`src/scr_defs.svh`:
```
`ifndef SCR_DEFS_SVH
`define SCR_DEFS_SVH

// I/O bus offsets of the register bank
`define SCR_OFF_RSN_PRI 12'h80A
`define SCR_OFF_MEM_ID 12'h80B
`define SCR_OFF_HB_CLR 12'h80C
`define SCR_OFF_MOD_CTL 12'h80D
`define SCR_OFF_RSN_RO 12'h80E
`define SCR_OFF_CACHE_CFG 12'h80F
`define SCR_OFF_RSN_TST 12'h82E

// Module control field positions
`define SCR_CTL_WIN_LO 0
`define SCR_CTL_WIN_HI 1
`define SCR_CTL_FLASH_WE 2
`define SCR_CTL_FLASH_SW 3
`define SCR_CTL_WDOG_EN 5
`define SCR_CTL_GATE_INV 7

// Reset cause field positions
`define SCR_RSN_WDOG 0
`define SCR_RSN_PANEL 1
`define SCR_RSN_BACKPLANE 2
`define SCR_RSN_POWER 3
`define SCR_RSN_DIAG 4

// Reset values and cause bit masks
`define SCR_CTL_RESET 8'h00
`define SCR_RSN_RESET 5'h00
`define SCR_RSN_ALL 5'h1F
`define SCR_RSN_CAUSE_MASK 5'h0F

// Backup cache codes
`define SCR_CACHE_OFF 3'h0
`define SCR_CACHE_2MB_12NS 3'h2

`endif

```
`src/scr_pkg.sv`:
```
package scr_pkg;

  // Host request on the local I/O bus
  typedef struct packed {
    logic wr;
    logic rd;
    logic [11:0] addr;
    logic [31:0] wdata;
  } scr_io_req_t;

  // Read answer to the host
  typedef struct packed {
    logic rvalid;
    logic [31:0] rdata;
  } scr_io_rsp_t;

  // Reset events toward the cause register
  typedef struct packed {
    logic wdog;
    logic panel;
    logic backplane;
  } scr_rst_evt_t;

  // Decoded register select
  typedef enum logic [2:0] {
    SCR_SEL_NONE,
    SCR_SEL_RSN_PRI,
    SCR_SEL_MEM_ID,
    SCR_SEL_HB_CLR,
    SCR_SEL_MOD_CTL,
    SCR_SEL_RSN_RO,
    SCR_SEL_CACHE_CFG,
    SCR_SEL_RSN_TST
  } scr_sel_t;

endpackage

```
`src/scr_rst_cause.sv`:
```
`timescale 1ns/1ps
`include "scr_defs.svh"

// Reset cause bits; survive the system reset, cleared by power-on, and bits 3:0 also by a primary-alias write
module scr_rst_cause (
  input wire logic core_clk,
  input wire logic por_nrst,
  input wire scr_pkg::scr_rst_evt_t evt,
  input wire logic wr_clear,
  input wire logic wr_set,
  output logic [4:0] cause
);
  import scr_pkg::*;

  logic [4:0] cause_reg; // Stored cause bits
  logic [4:0] cause_next;
  logic por_seen_reg; // Power-up already recorded
  logic por_seen_next;

  // Next cause: set events win over software clear
  always_comb begin
    cause_next = cause_reg;
    por_seen_next = 1'b1;
    if (wr_clear) begin
      cause_next = cause_reg & ~`SCR_RSN_CAUSE_MASK;
    end
    if (wr_set) begin
      cause_next = `SCR_RSN_ALL;
    end
    if (evt.wdog) begin
      cause_next[`SCR_RSN_WDOG] = 1'b1;
    end
    if (evt.panel) begin
      cause_next[`SCR_RSN_PANEL] = 1'b1;
    end
    if (evt.backplane) begin
      cause_next[`SCR_RSN_BACKPLANE] = 1'b1;
    end
    if (!por_seen_reg) begin
      cause_next[`SCR_RSN_POWER] = 1'b1;
    end
  end

  // Only power-on clears; system reset leaves the bits alone
  always_ff @(posedge core_clk or negedge por_nrst) begin
    if (!por_nrst) begin
      cause_reg <= `SCR_RSN_RESET;
      por_seen_reg <= 1'b0;
    end else begin
      cause_reg <= cause_next;
      por_seen_reg <= por_seen_next;
    end
  end

  assign cause = cause_reg;

endmodule

```
`src/scr_top.sv`:
```
`timescale 1ns/1ps
`include "scr_defs.svh"

// Functional notes
// - Memory identity read-only, shows DIMM ID bits
// - Heartbeat rising edge sets heartbeat status
// - Heartbeat status drives heartbeat interrupt line
// - Any heartbeat-clear write clears status
// - System reset zeroes whole module control
// - Bits 1:0 select one 1 MB window
// - Window select comes up as 00
// - Bit 2 set drives flash write enable
// - Bit 3 shows flash-update switch, read-only
// - Switch low keeps flash write disabled
// - Bit 5 lets watchdog expiry reset module
// - Bit 7 inverts counter0 gate polarity
// - Cache config read-only three-bit code
// - Reset cause seen at three aliases
// - Primary clears causes; second alias read-only
// - Test alias write sets all five bits
// - Watchdog cause set on expiry only while bit 5 is set
// - Bits 1-3 record panel, backplane, power-up
// - Diagnostics flag blocks every module reset
module scr_top #(
  parameter int ADDR_W = 12,
  parameter int DATA_W = 32
) (
  // Clock and the two resets
  input wire logic core_clk,
  input wire logic nrst,
  input wire logic por_nrst,
  // Host access on the local I/O bus
  input wire scr_pkg::scr_io_req_t io_req,
  output scr_pkg::scr_io_rsp_t io_rsp,
  // Board pins, all asynchronous to core_clk
  input wire logic heartbeat_in,
  input wire logic [7:0] dimm_id_in,
  input wire logic flash_switch_in,
  input wire logic [2:0] cache_code_in,
  input wire logic wdog_expire_in,
  input wire logic panel_rst_in,
  input wire logic backplane_rst_in,
  input wire logic counter0_gate_in,
  // Board outputs, all registered
  output logic hb_irq,
  output logic [1:0] flash_window,
  output logic flash_write_en,
  output logic counter0_gate,
  output logic module_rst_req
);
  import scr_pkg::*;

  // Elaboration check: offsets need 12 bits, control needs 8 data bits
  // The decode compares full 12-bit offsets, so a narrower bus would alias
  // registers; a data bus under 8 bits could not reach the control bits
  if (ADDR_W != 12 || DATA_W < 8 || DATA_W > 32) begin : g_bad_params
    $error("scr_top: ADDR_W must be 12 and DATA_W 8..32");
  end

  // Pin index inside the synchroniser vector
  // Single-bit pins sit at the bottom, the two code groups above them;
  // SY_W must match the width of the concatenation that feeds pin_raw
  localparam int SY_HB = 0;
  localparam int SY_SW = 1;
  localparam int SY_WD = 2;
  localparam int SY_PN = 3;
  localparam int SY_BP = 4;
  localparam int SY_GT = 5;
  localparam int SY_ID = 6;
  localparam int SY_CC = 14;
  localparam int SY_W = 17;

  // Decode an offset to a register select
  // Shared by the write and read sides so both always agree on the map;
  // any offset not listed selects nothing and is ignored or reads zero
  function automatic scr_sel_t dec_sel(input logic [11:0] a);
    case (a)
      `SCR_OFF_RSN_PRI: dec_sel = SCR_SEL_RSN_PRI;
      `SCR_OFF_MEM_ID: dec_sel = SCR_SEL_MEM_ID;
      `SCR_OFF_HB_CLR: dec_sel = SCR_SEL_HB_CLR;
      `SCR_OFF_MOD_CTL: dec_sel = SCR_SEL_MOD_CTL;
      `SCR_OFF_RSN_RO: dec_sel = SCR_SEL_RSN_RO;
      `SCR_OFF_CACHE_CFG: dec_sel = SCR_SEL_CACHE_CFG;
      `SCR_OFF_RSN_TST: dec_sel = SCR_SEL_RSN_TST;
      default: dec_sel = SCR_SEL_NONE;
    endcase
  endfunction

  // Pin synchronisers
  // Every board pin crosses into core_clk here before any logic reads it;
  // a third stage keeps last cycle's level for the edge detectors.
  // Levels and codes are read from the second stage only.
  logic [SY_W-1:0] pin_raw; // All asynchronous pins gathered
  logic [SY_W-1:0] sy1_reg; // First stage, read only by second
  logic [SY_W-1:0] sy2_reg; // Second stage, safe to use
  logic [SY_W-1:0] sy3_reg; // Delayed copy for edge detect

  assign pin_raw = {cache_code_in, dimm_id_in, counter0_gate_in, backplane_rst_in,
                    panel_rst_in, wdog_expire_in, flash_switch_in, heartbeat_in};

  // Two-flop synchroniser plus history stage
  // Cleared by the system reset; event pins idle low, so no false edge
  // appears when reset is released
  always_ff @(posedge core_clk or negedge nrst) begin
    if (!nrst) begin
      sy1_reg <= '0;
      sy2_reg <= '0;
      sy3_reg <= '0;
    end else begin
      sy1_reg <= pin_raw;
      sy2_reg <= sy1_reg;
      sy3_reg <= sy2_reg;
    end
  end

  // Rising edges of the event pins, one per bit
  // Each edge lasts exactly one cycle, so a held pin acts only once;
  // pins used as levels simply leave their edge bit unread
  logic [SY_W-1:0] rise;
  genvar gi;
  generate
    for (gi = 0; gi < SY_W; gi++) begin : g_rise
      assign rise[gi] = sy2_reg[gi] & ~sy3_reg[gi];
    end
  endgenerate

  // Bus decode
  // A strobe is acted on in the cycle it is sampled; the host never
  // waits, so there is no ready signal to return
  scr_sel_t wr_sel; // Target of a write this cycle
  scr_sel_t rd_sel; // Target of a read this cycle

  // Same decode for both directions
  // A write and a read in one cycle both act, both on the one shared offset
  always_comb begin
    wr_sel = io_req.wr ? dec_sel(io_req.addr) : SCR_SEL_NONE;
    rd_sel = io_req.rd ? dec_sel(io_req.addr) : SCR_SEL_NONE;
  end

  // Reset cause register (kept on power-on reset only)
  // These bits must outlive the module reset they record, so the
  // system reset does not reach them; only power-on clears them
  logic [4:0] cause; // Current cause bits
  logic diag_in_progress; // Diagnostics flag, blocks resets
  scr_rst_evt_t rst_evt; // Events that actually reset the module
  logic ctl_wdog_en; // Watchdog reset enable bit

  assign diag_in_progress = cause[`SCR_RSN_DIAG];

  // Qualify events; blocked ones do not record or reset
  // While diagnostics run nothing may reset the module, and a cause that
  // did not cause a reset is not recorded either
  always_comb begin
    rst_evt.wdog = rise[SY_WD] & ctl_wdog_en & ~diag_in_progress;
    rst_evt.panel = rise[SY_PN] & ~diag_in_progress;
    rst_evt.backplane = rise[SY_BP] & ~diag_in_progress;
  end

  // Aliases share one set of bits
  scr_rst_cause u_cause (
    .core_clk(core_clk),
    .por_nrst(por_nrst),
    .evt(rst_evt),
    .wr_clear(wr_sel == SCR_SEL_RSN_PRI),
    .wr_set(wr_sel == SCR_SEL_RSN_TST),
    .cause(cause)
  );

  // Module control register
  // Holds the flash window, flash write, watchdog and gate controls;
  // every system reset returns it to zero
  logic [7:0] ctl_reg; // Writable control bits
  logic [7:0] ctl_next;

  // Software write; switch bit and undefined bits not stored
  // Bit 3 is rebuilt from the switch on every read, so storing it would
  // only let a stale value leak out; bits 4 and 6 always read zero
  always_comb begin
    ctl_next = ctl_reg;
    if (wr_sel == SCR_SEL_MOD_CTL) begin
      ctl_next = io_req.wdata[7:0];
      ctl_next[`SCR_CTL_FLASH_SW] = 1'b0;
      ctl_next[4] = 1'b0;
      ctl_next[6] = 1'b0;
    end
  end

  // Cleared on every system reset
  // Window bits 00 select the boot image after any reset
  always_ff @(posedge core_clk or negedge nrst) begin
    if (!nrst) begin
      ctl_reg <= `SCR_CTL_RESET;
    end else begin
      ctl_reg <= ctl_next;
    end
  end

  assign ctl_wdog_en = ctl_reg[`SCR_CTL_WDOG_EN];

  // Heartbeat status
  // One flag, set by each tick of the heartbeat pin and dropped by a
  // write of any data to the clear offset
  logic hb_reg; // Heartbeat status flag
  logic hb_next;

  // Edge sets, any write clears; set wins on a tie
  // Letting the edge win means a tick that lands on the clear write is
  // never lost; software simply sees the request again
  always_comb begin
    hb_next = hb_reg;
    if (wr_sel == SCR_SEL_HB_CLR) begin
      hb_next = 1'b0;
    end
    if (rise[SY_HB]) begin
      hb_next = 1'b1;
    end
  end

  // Status flag register
  // Cleared by the system reset, so no request survives it
  always_ff @(posedge core_clk or negedge nrst) begin
    if (!nrst) begin
      hb_reg <= 1'b0;
    end else begin
      hb_reg <= hb_next;
    end
  end

  // Interrupt line straight from the flag
  assign hb_irq = hb_reg;

  // Outputs to the flash, timer and reset logic
  // Each output is a flop fed from the control bits and the synchronised
  // pins, so none of them follows a bus strobe combinationally
  logic [1:0] win_reg; // Flash window select
  logic we_reg; // Flash write enable
  logic gate_reg; // Counter0 gate after polarity
  logic mrst_reg; // Module reset request pulse
  logic [1:0] win_next;
  logic we_next;
  logic gate_next;
  logic mrst_next;

  // Output values from control bits and events
  // The switch gates write enable in hardware, so a stray software write
  // cannot unlock the flash while the switch is off
  always_comb begin
    win_next = ctl_reg[`SCR_CTL_WIN_HI:`SCR_CTL_WIN_LO];
    we_next = ctl_reg[`SCR_CTL_FLASH_WE] & sy2_reg[SY_SW];
    gate_next = sy2_reg[SY_GT] ^ ctl_reg[`SCR_CTL_GATE_INV];
    mrst_next = rst_evt.wdog | rst_evt.panel | rst_evt.backplane;
  end

  // Output flops
  // Registering them keeps decode glitches off the board pins
  always_ff @(posedge core_clk or negedge nrst) begin
    if (!nrst) begin
      win_reg <= 2'h0;
      we_reg <= 1'b0;
      gate_reg <= 1'b0;
      mrst_reg <= 1'b0;
    end else begin
      win_reg <= win_next;
      we_reg <= we_next;
      gate_reg <= gate_next;
      mrst_reg <= mrst_next;
    end
  end

  assign flash_window = win_reg;
  assign flash_write_en = we_reg;
  assign counter0_gate = gate_reg;
  assign module_rst_req = mrst_reg;

  // Read path
  // Read data is registered: it stands in the cycle after the strobe,
  // beside a one-cycle answer pulse
  logic [31:0] rdata_reg; // Registered read data
  logic rvalid_reg; // Read answer strobe
  logic [31:0] rdata_next;
  logic rvalid_next;
  logic [7:0] ctl_view; // Control as software sees it

  // Switch state merged into bit 3
  always_comb begin
    ctl_view = ctl_reg;
    ctl_view[`SCR_CTL_FLASH_SW] = sy2_reg[SY_SW];
  end

  // Read mux; unmapped offsets and write-only clear read zero
  // All three cause aliases return the same bits; only their write
  // behaviour differs
  always_comb begin
    rdata_next = 32'h0000_0000;
    rvalid_next = io_req.rd;
    case (rd_sel)
      SCR_SEL_RSN_PRI: begin
        rdata_next[4:0] = cause;
      end
      SCR_SEL_RSN_RO: begin
        rdata_next[4:0] = cause;
      end
      SCR_SEL_RSN_TST: begin
        rdata_next[4:0] = cause;
      end
      SCR_SEL_MEM_ID: begin
        rdata_next[7:0] = sy2_reg[SY_ID+7:SY_ID];
      end
      SCR_SEL_MOD_CTL: begin
        rdata_next[7:0] = ctl_view;
      end
      SCR_SEL_CACHE_CFG: begin
        rdata_next[2:0] = sy2_reg[SY_CC+2:SY_CC];
      end
      SCR_SEL_HB_CLR: begin
        rdata_next = 32'h0000_0000;
      end
      default: begin
        rdata_next = 32'h0000_0000;
      end
    endcase
    if (DATA_W < 32) begin
      rdata_next = rdata_next & ((32'h1 << DATA_W) - 32'h1);
    end
  end

  // Answer one cycle after the read
  // rdata holds for one cycle beside the rvalid pulse
  always_ff @(posedge core_clk or negedge nrst) begin
    if (!nrst) begin
      rdata_reg <= 32'h0000_0000;
      rvalid_reg <= 1'b0;
    end else begin
      rdata_reg <= rdata_next;
      rvalid_reg <= rvalid_next;
    end
  end

  assign io_rsp = '{rvalid: rvalid_reg, rdata: rdata_reg};

endmodule

```
`config.mk`:
```
export PLATFORM = sky130hd
export DESIGN_NAME = scr_top
export DESIGN_NICKNAME = d
export VERILOG_FILES = /design/src/scr_pkg.sv /design/src/scr_rst_cause.sv /design/src/scr_top.sv
export VERILOG_INCLUDE_DIRS = /design/src
export SDC_FILE = /design/constraint.sdc
export NUM_CORES = 1
export LEC_CHECK = 0
export BUFFER_PORTS_ARGS = -buffer_cell sky130_fd_sc_hd__buf_2
export CAP_MARGIN = 20
export CORE_ASPECT_RATIO = 2
export CORE_MARGIN = 1.5
export CORE_UTILIZATION = 47
export DETAILED_ROUTE_END_ITERATION = 8
export GPL_ROUTABILITY_DRIVEN = 0
export PLACE_DENSITY_LB_ADDON = 0.2
export SYNTH_ARGS = -nofsm -noshare
export SYNTH_HDL_FRONTEND = slang
export SYNTH_HIERARCHICAL = 1
export SYNTH_SLANG_ARGS = --single-unit
```
`constraint.sdc`:
```
create_clock -name core_clk -period 1.8 [get_ports core_clk]
set_clock_uncertainty 0.05 [all_clocks]
set_input_delay 0 -clock core_clk [delete_from_list [all_inputs] [get_ports core_clk]]
set_output_delay 0 -clock core_clk [all_outputs]
set_load 0.01 [all_outputs]
```
==> results.ini <==
[status]
status=finished clean

[synth]
synth_top_area_share_pct=63.5
synth_top_area_cell=dfrtp_1
synth-warning-count=6
synth.distinct_cells=42
synth_most_common_cell=dfrtp_1
syn_inst=188
synth_seq_cells=64
synth_edf_count=0
synthTopCellsByArea=dfrtp_1, buf_4, mux2_4, buf_6, o21ai_0
synthArstFlopShare_pct=100
synth_commonest_cells=dfrtp_1, buf_4, nor2_1
synth_ff_type=dfrtp_1
syn_area_sq_um=2520
ys_seq_area_share_pct=63.5
synth_area_per_cell_sq_um=13.4

[drt]
routed_wl_microns=4290
post-route-drc-count=0
via_count=1617
vias_per_cell=4.80
ant_nets=0
routedWlPerCell_microns=12.7
drtPass1Iterations=4
drtIter0Drc=34

[setup_path]
cp.arrival_ns=1.78
crit_buf_inv=2
critPathKind=input port to flip-flop
cp-start-kind=input port
crit_required_ns=1.97
cpMaxStageDelayCell=dlygate4sd3_1
worstPathCellList=dlygate4sd3_1, buf_2, or3b_1, a21oi_4, nor3_2, a22o_1
critPathTopFamily=buffers and inverters
critPathMaxFanout=14
worst_setup_path_end_kind=flip-flop
cpPeakStageDelay_ns=0.53

[layout]
n_fill_cell=416
fin_util_pct=62.9
areaGrowthSynthToFinish_pct=28.1
nets=341
seq_area_sq_um=1600
design_area_sq_um=3230
fin_cells=337
diodes=0
drive_gt1_share_pct=29.7
multi_input_area_sq_um=742

[floorplan]
rows=37
dieArea_sq_um=5840
core_sq_um=5140
die_h_microns=107
initial_utilization_pct=49.1
ios=105
dieWidth_microns=54.8

[power_and_ir_drop]
power_mw=3.07
leakage_nw=1.59
p_int_mw=2.44
swShare_pct=20.6
power_density_nw_per_um2=949
p_seq_share_pct=49.0
pwr-share-clk_pct=43.7
p_switching_mw=0.633
ir_worst_vdd_mv=0.720
combPwrFrac_pct=7.3

[global_route]
grt_max_degree=37
grt_first_pass_wirelength_microns=6850
grt_use_total_pct=17.1
grt_overflow_total=0
antenna_found_initial=0
grt_pass1_vias=1553

[cts]
postCtsHoldBufs=27
clock_path_buffers=2
clock_latency_ns=0.33
cts.sinks=64
cts-buffers-inserted=9
cts_root_buf=clkbuf_8
path_clk_slew_ns=0.07
ctsResizeCount=0
cts_tree=done
ctsHtreeMaxLevel=3
cts_setup_buffers=0

[hold_path]
hp-class=input port to flip-flop

[place]
dp_hpwl_microns=2960
io_buffers=53
dpl_cell_area_sq_um=2740
placedCellCount=295
place_ws_ns=0.144

[sta]
drv_slew=0
setup_viol=0
finalHoldViolCount=0
tightest_slew_ns=0.500
clock.fmax_ghz=0.620
period_needed_ns=1.61
rsz0062_at_grt=no
slew-limit-headroom_pct=66.7
fin_ws_ns=0.188
holdWs_ns=0.00225
period_share_pct=89.5
setup_total_negative_slack_ns=0

[job]
cap_violations=0

[final cells by class]
type	count	area share, %
Clock buffer	12	4.80
Clock inverter	3	2.01
Inverter	5	0.580
Multi-Input combinational cell	111	22.9
Sequential cell	64	49.5
Tap cell	58	2.24
Timing Repair Buffer	84	17.9
[logic make-up (layout without fill, tap and decap cells)]
family	Yosys count	after routing	share of synthesized area (%)
other	2	25	0.298
XOR/XNOR	2	2	0.694
buffers and inverters	36	104	10.6
AO/OA/AOI/OAI	28	28	7.59
flip-flops	64	64	63.5
AND/OR/NAND/NOR	48	48	13.2
multiplexers	8	8	4.16
[power by group through the flow]
stage	sequential (mW)	combinational (mW)	clock (mW)
global route	1.51	0.249	1.44
finish	1.50	0.224	1.34
CTS	1.50	0.226	1.37
floorplan	1.53	0.134	0
detailed placement	1.53	0.181	0
global placement	1.53	0.177	0
[worst reg2reg max path: cells and delay by family (launching register included)]
family,cells,cell delay (ns)
compound gates,4,0.73
simple gates,1,0.18
flops,1,0.37
[routing by layer]
metal | track usage, % | vias up | wire length, microns | part of all wire (%)
met1 | 17.9 | 773 | 1610 | 38
met5 | 0 | - | 0 | 0
met3 | 6.27 | 10 | 305 | 7.1
met2 | 27.7 | 65 | 2270 | 53
li1 | - | 769 | - | -
met4 | 9.82 | 0 | 105 | 2.4
[layout by cell type (no fill, tap or decap), types with 3 or more instances in the layout]
| cell type | instances |
|---|---|
| dfrtp_1 | 64 |
| buf_2 | 53 |
| dlygate4sd3_1 | 27 |
| conb_1 | 25 |
| clkbuf_8 | 11 |
| nor2_1 | 9 |
| o21ai_0 | 8 |
| nand2_1 | 6 |
| a21oi_1 | 5 |
| nand3_1 | 5 |
| inv_1 | 5 |
| mux2_4 | 5 |
| a22o_1 | 4 |
| nor2b_1 | 3 |
| mux2i_1 | 3 |
| and4b_1 | 3 |
| a31oi_1 | 3 |
| buf_4 | 3 |
[path summary, 6_finish.rpt]
path	from	endpoint	slack (ns)	cells past startpoint
max in group asynchronous	por_nrst	u_cause/por_seen_reg	0.94	3
min	io_req[43]	rdata_reg[1]	0.002	3
min in group asynchronous	nrst	ctl_reg[0]	0.11	2
max reg2reg	sy2_reg[14]	rdata_reg[0]	0.35	5
max	io_req[34]	rdata_reg[2]	0.19	6
min reg2reg	sy1_reg[7]	sy2_reg[7]	0.29	0
Note: power is estimated with default switching activity, not from simulation.
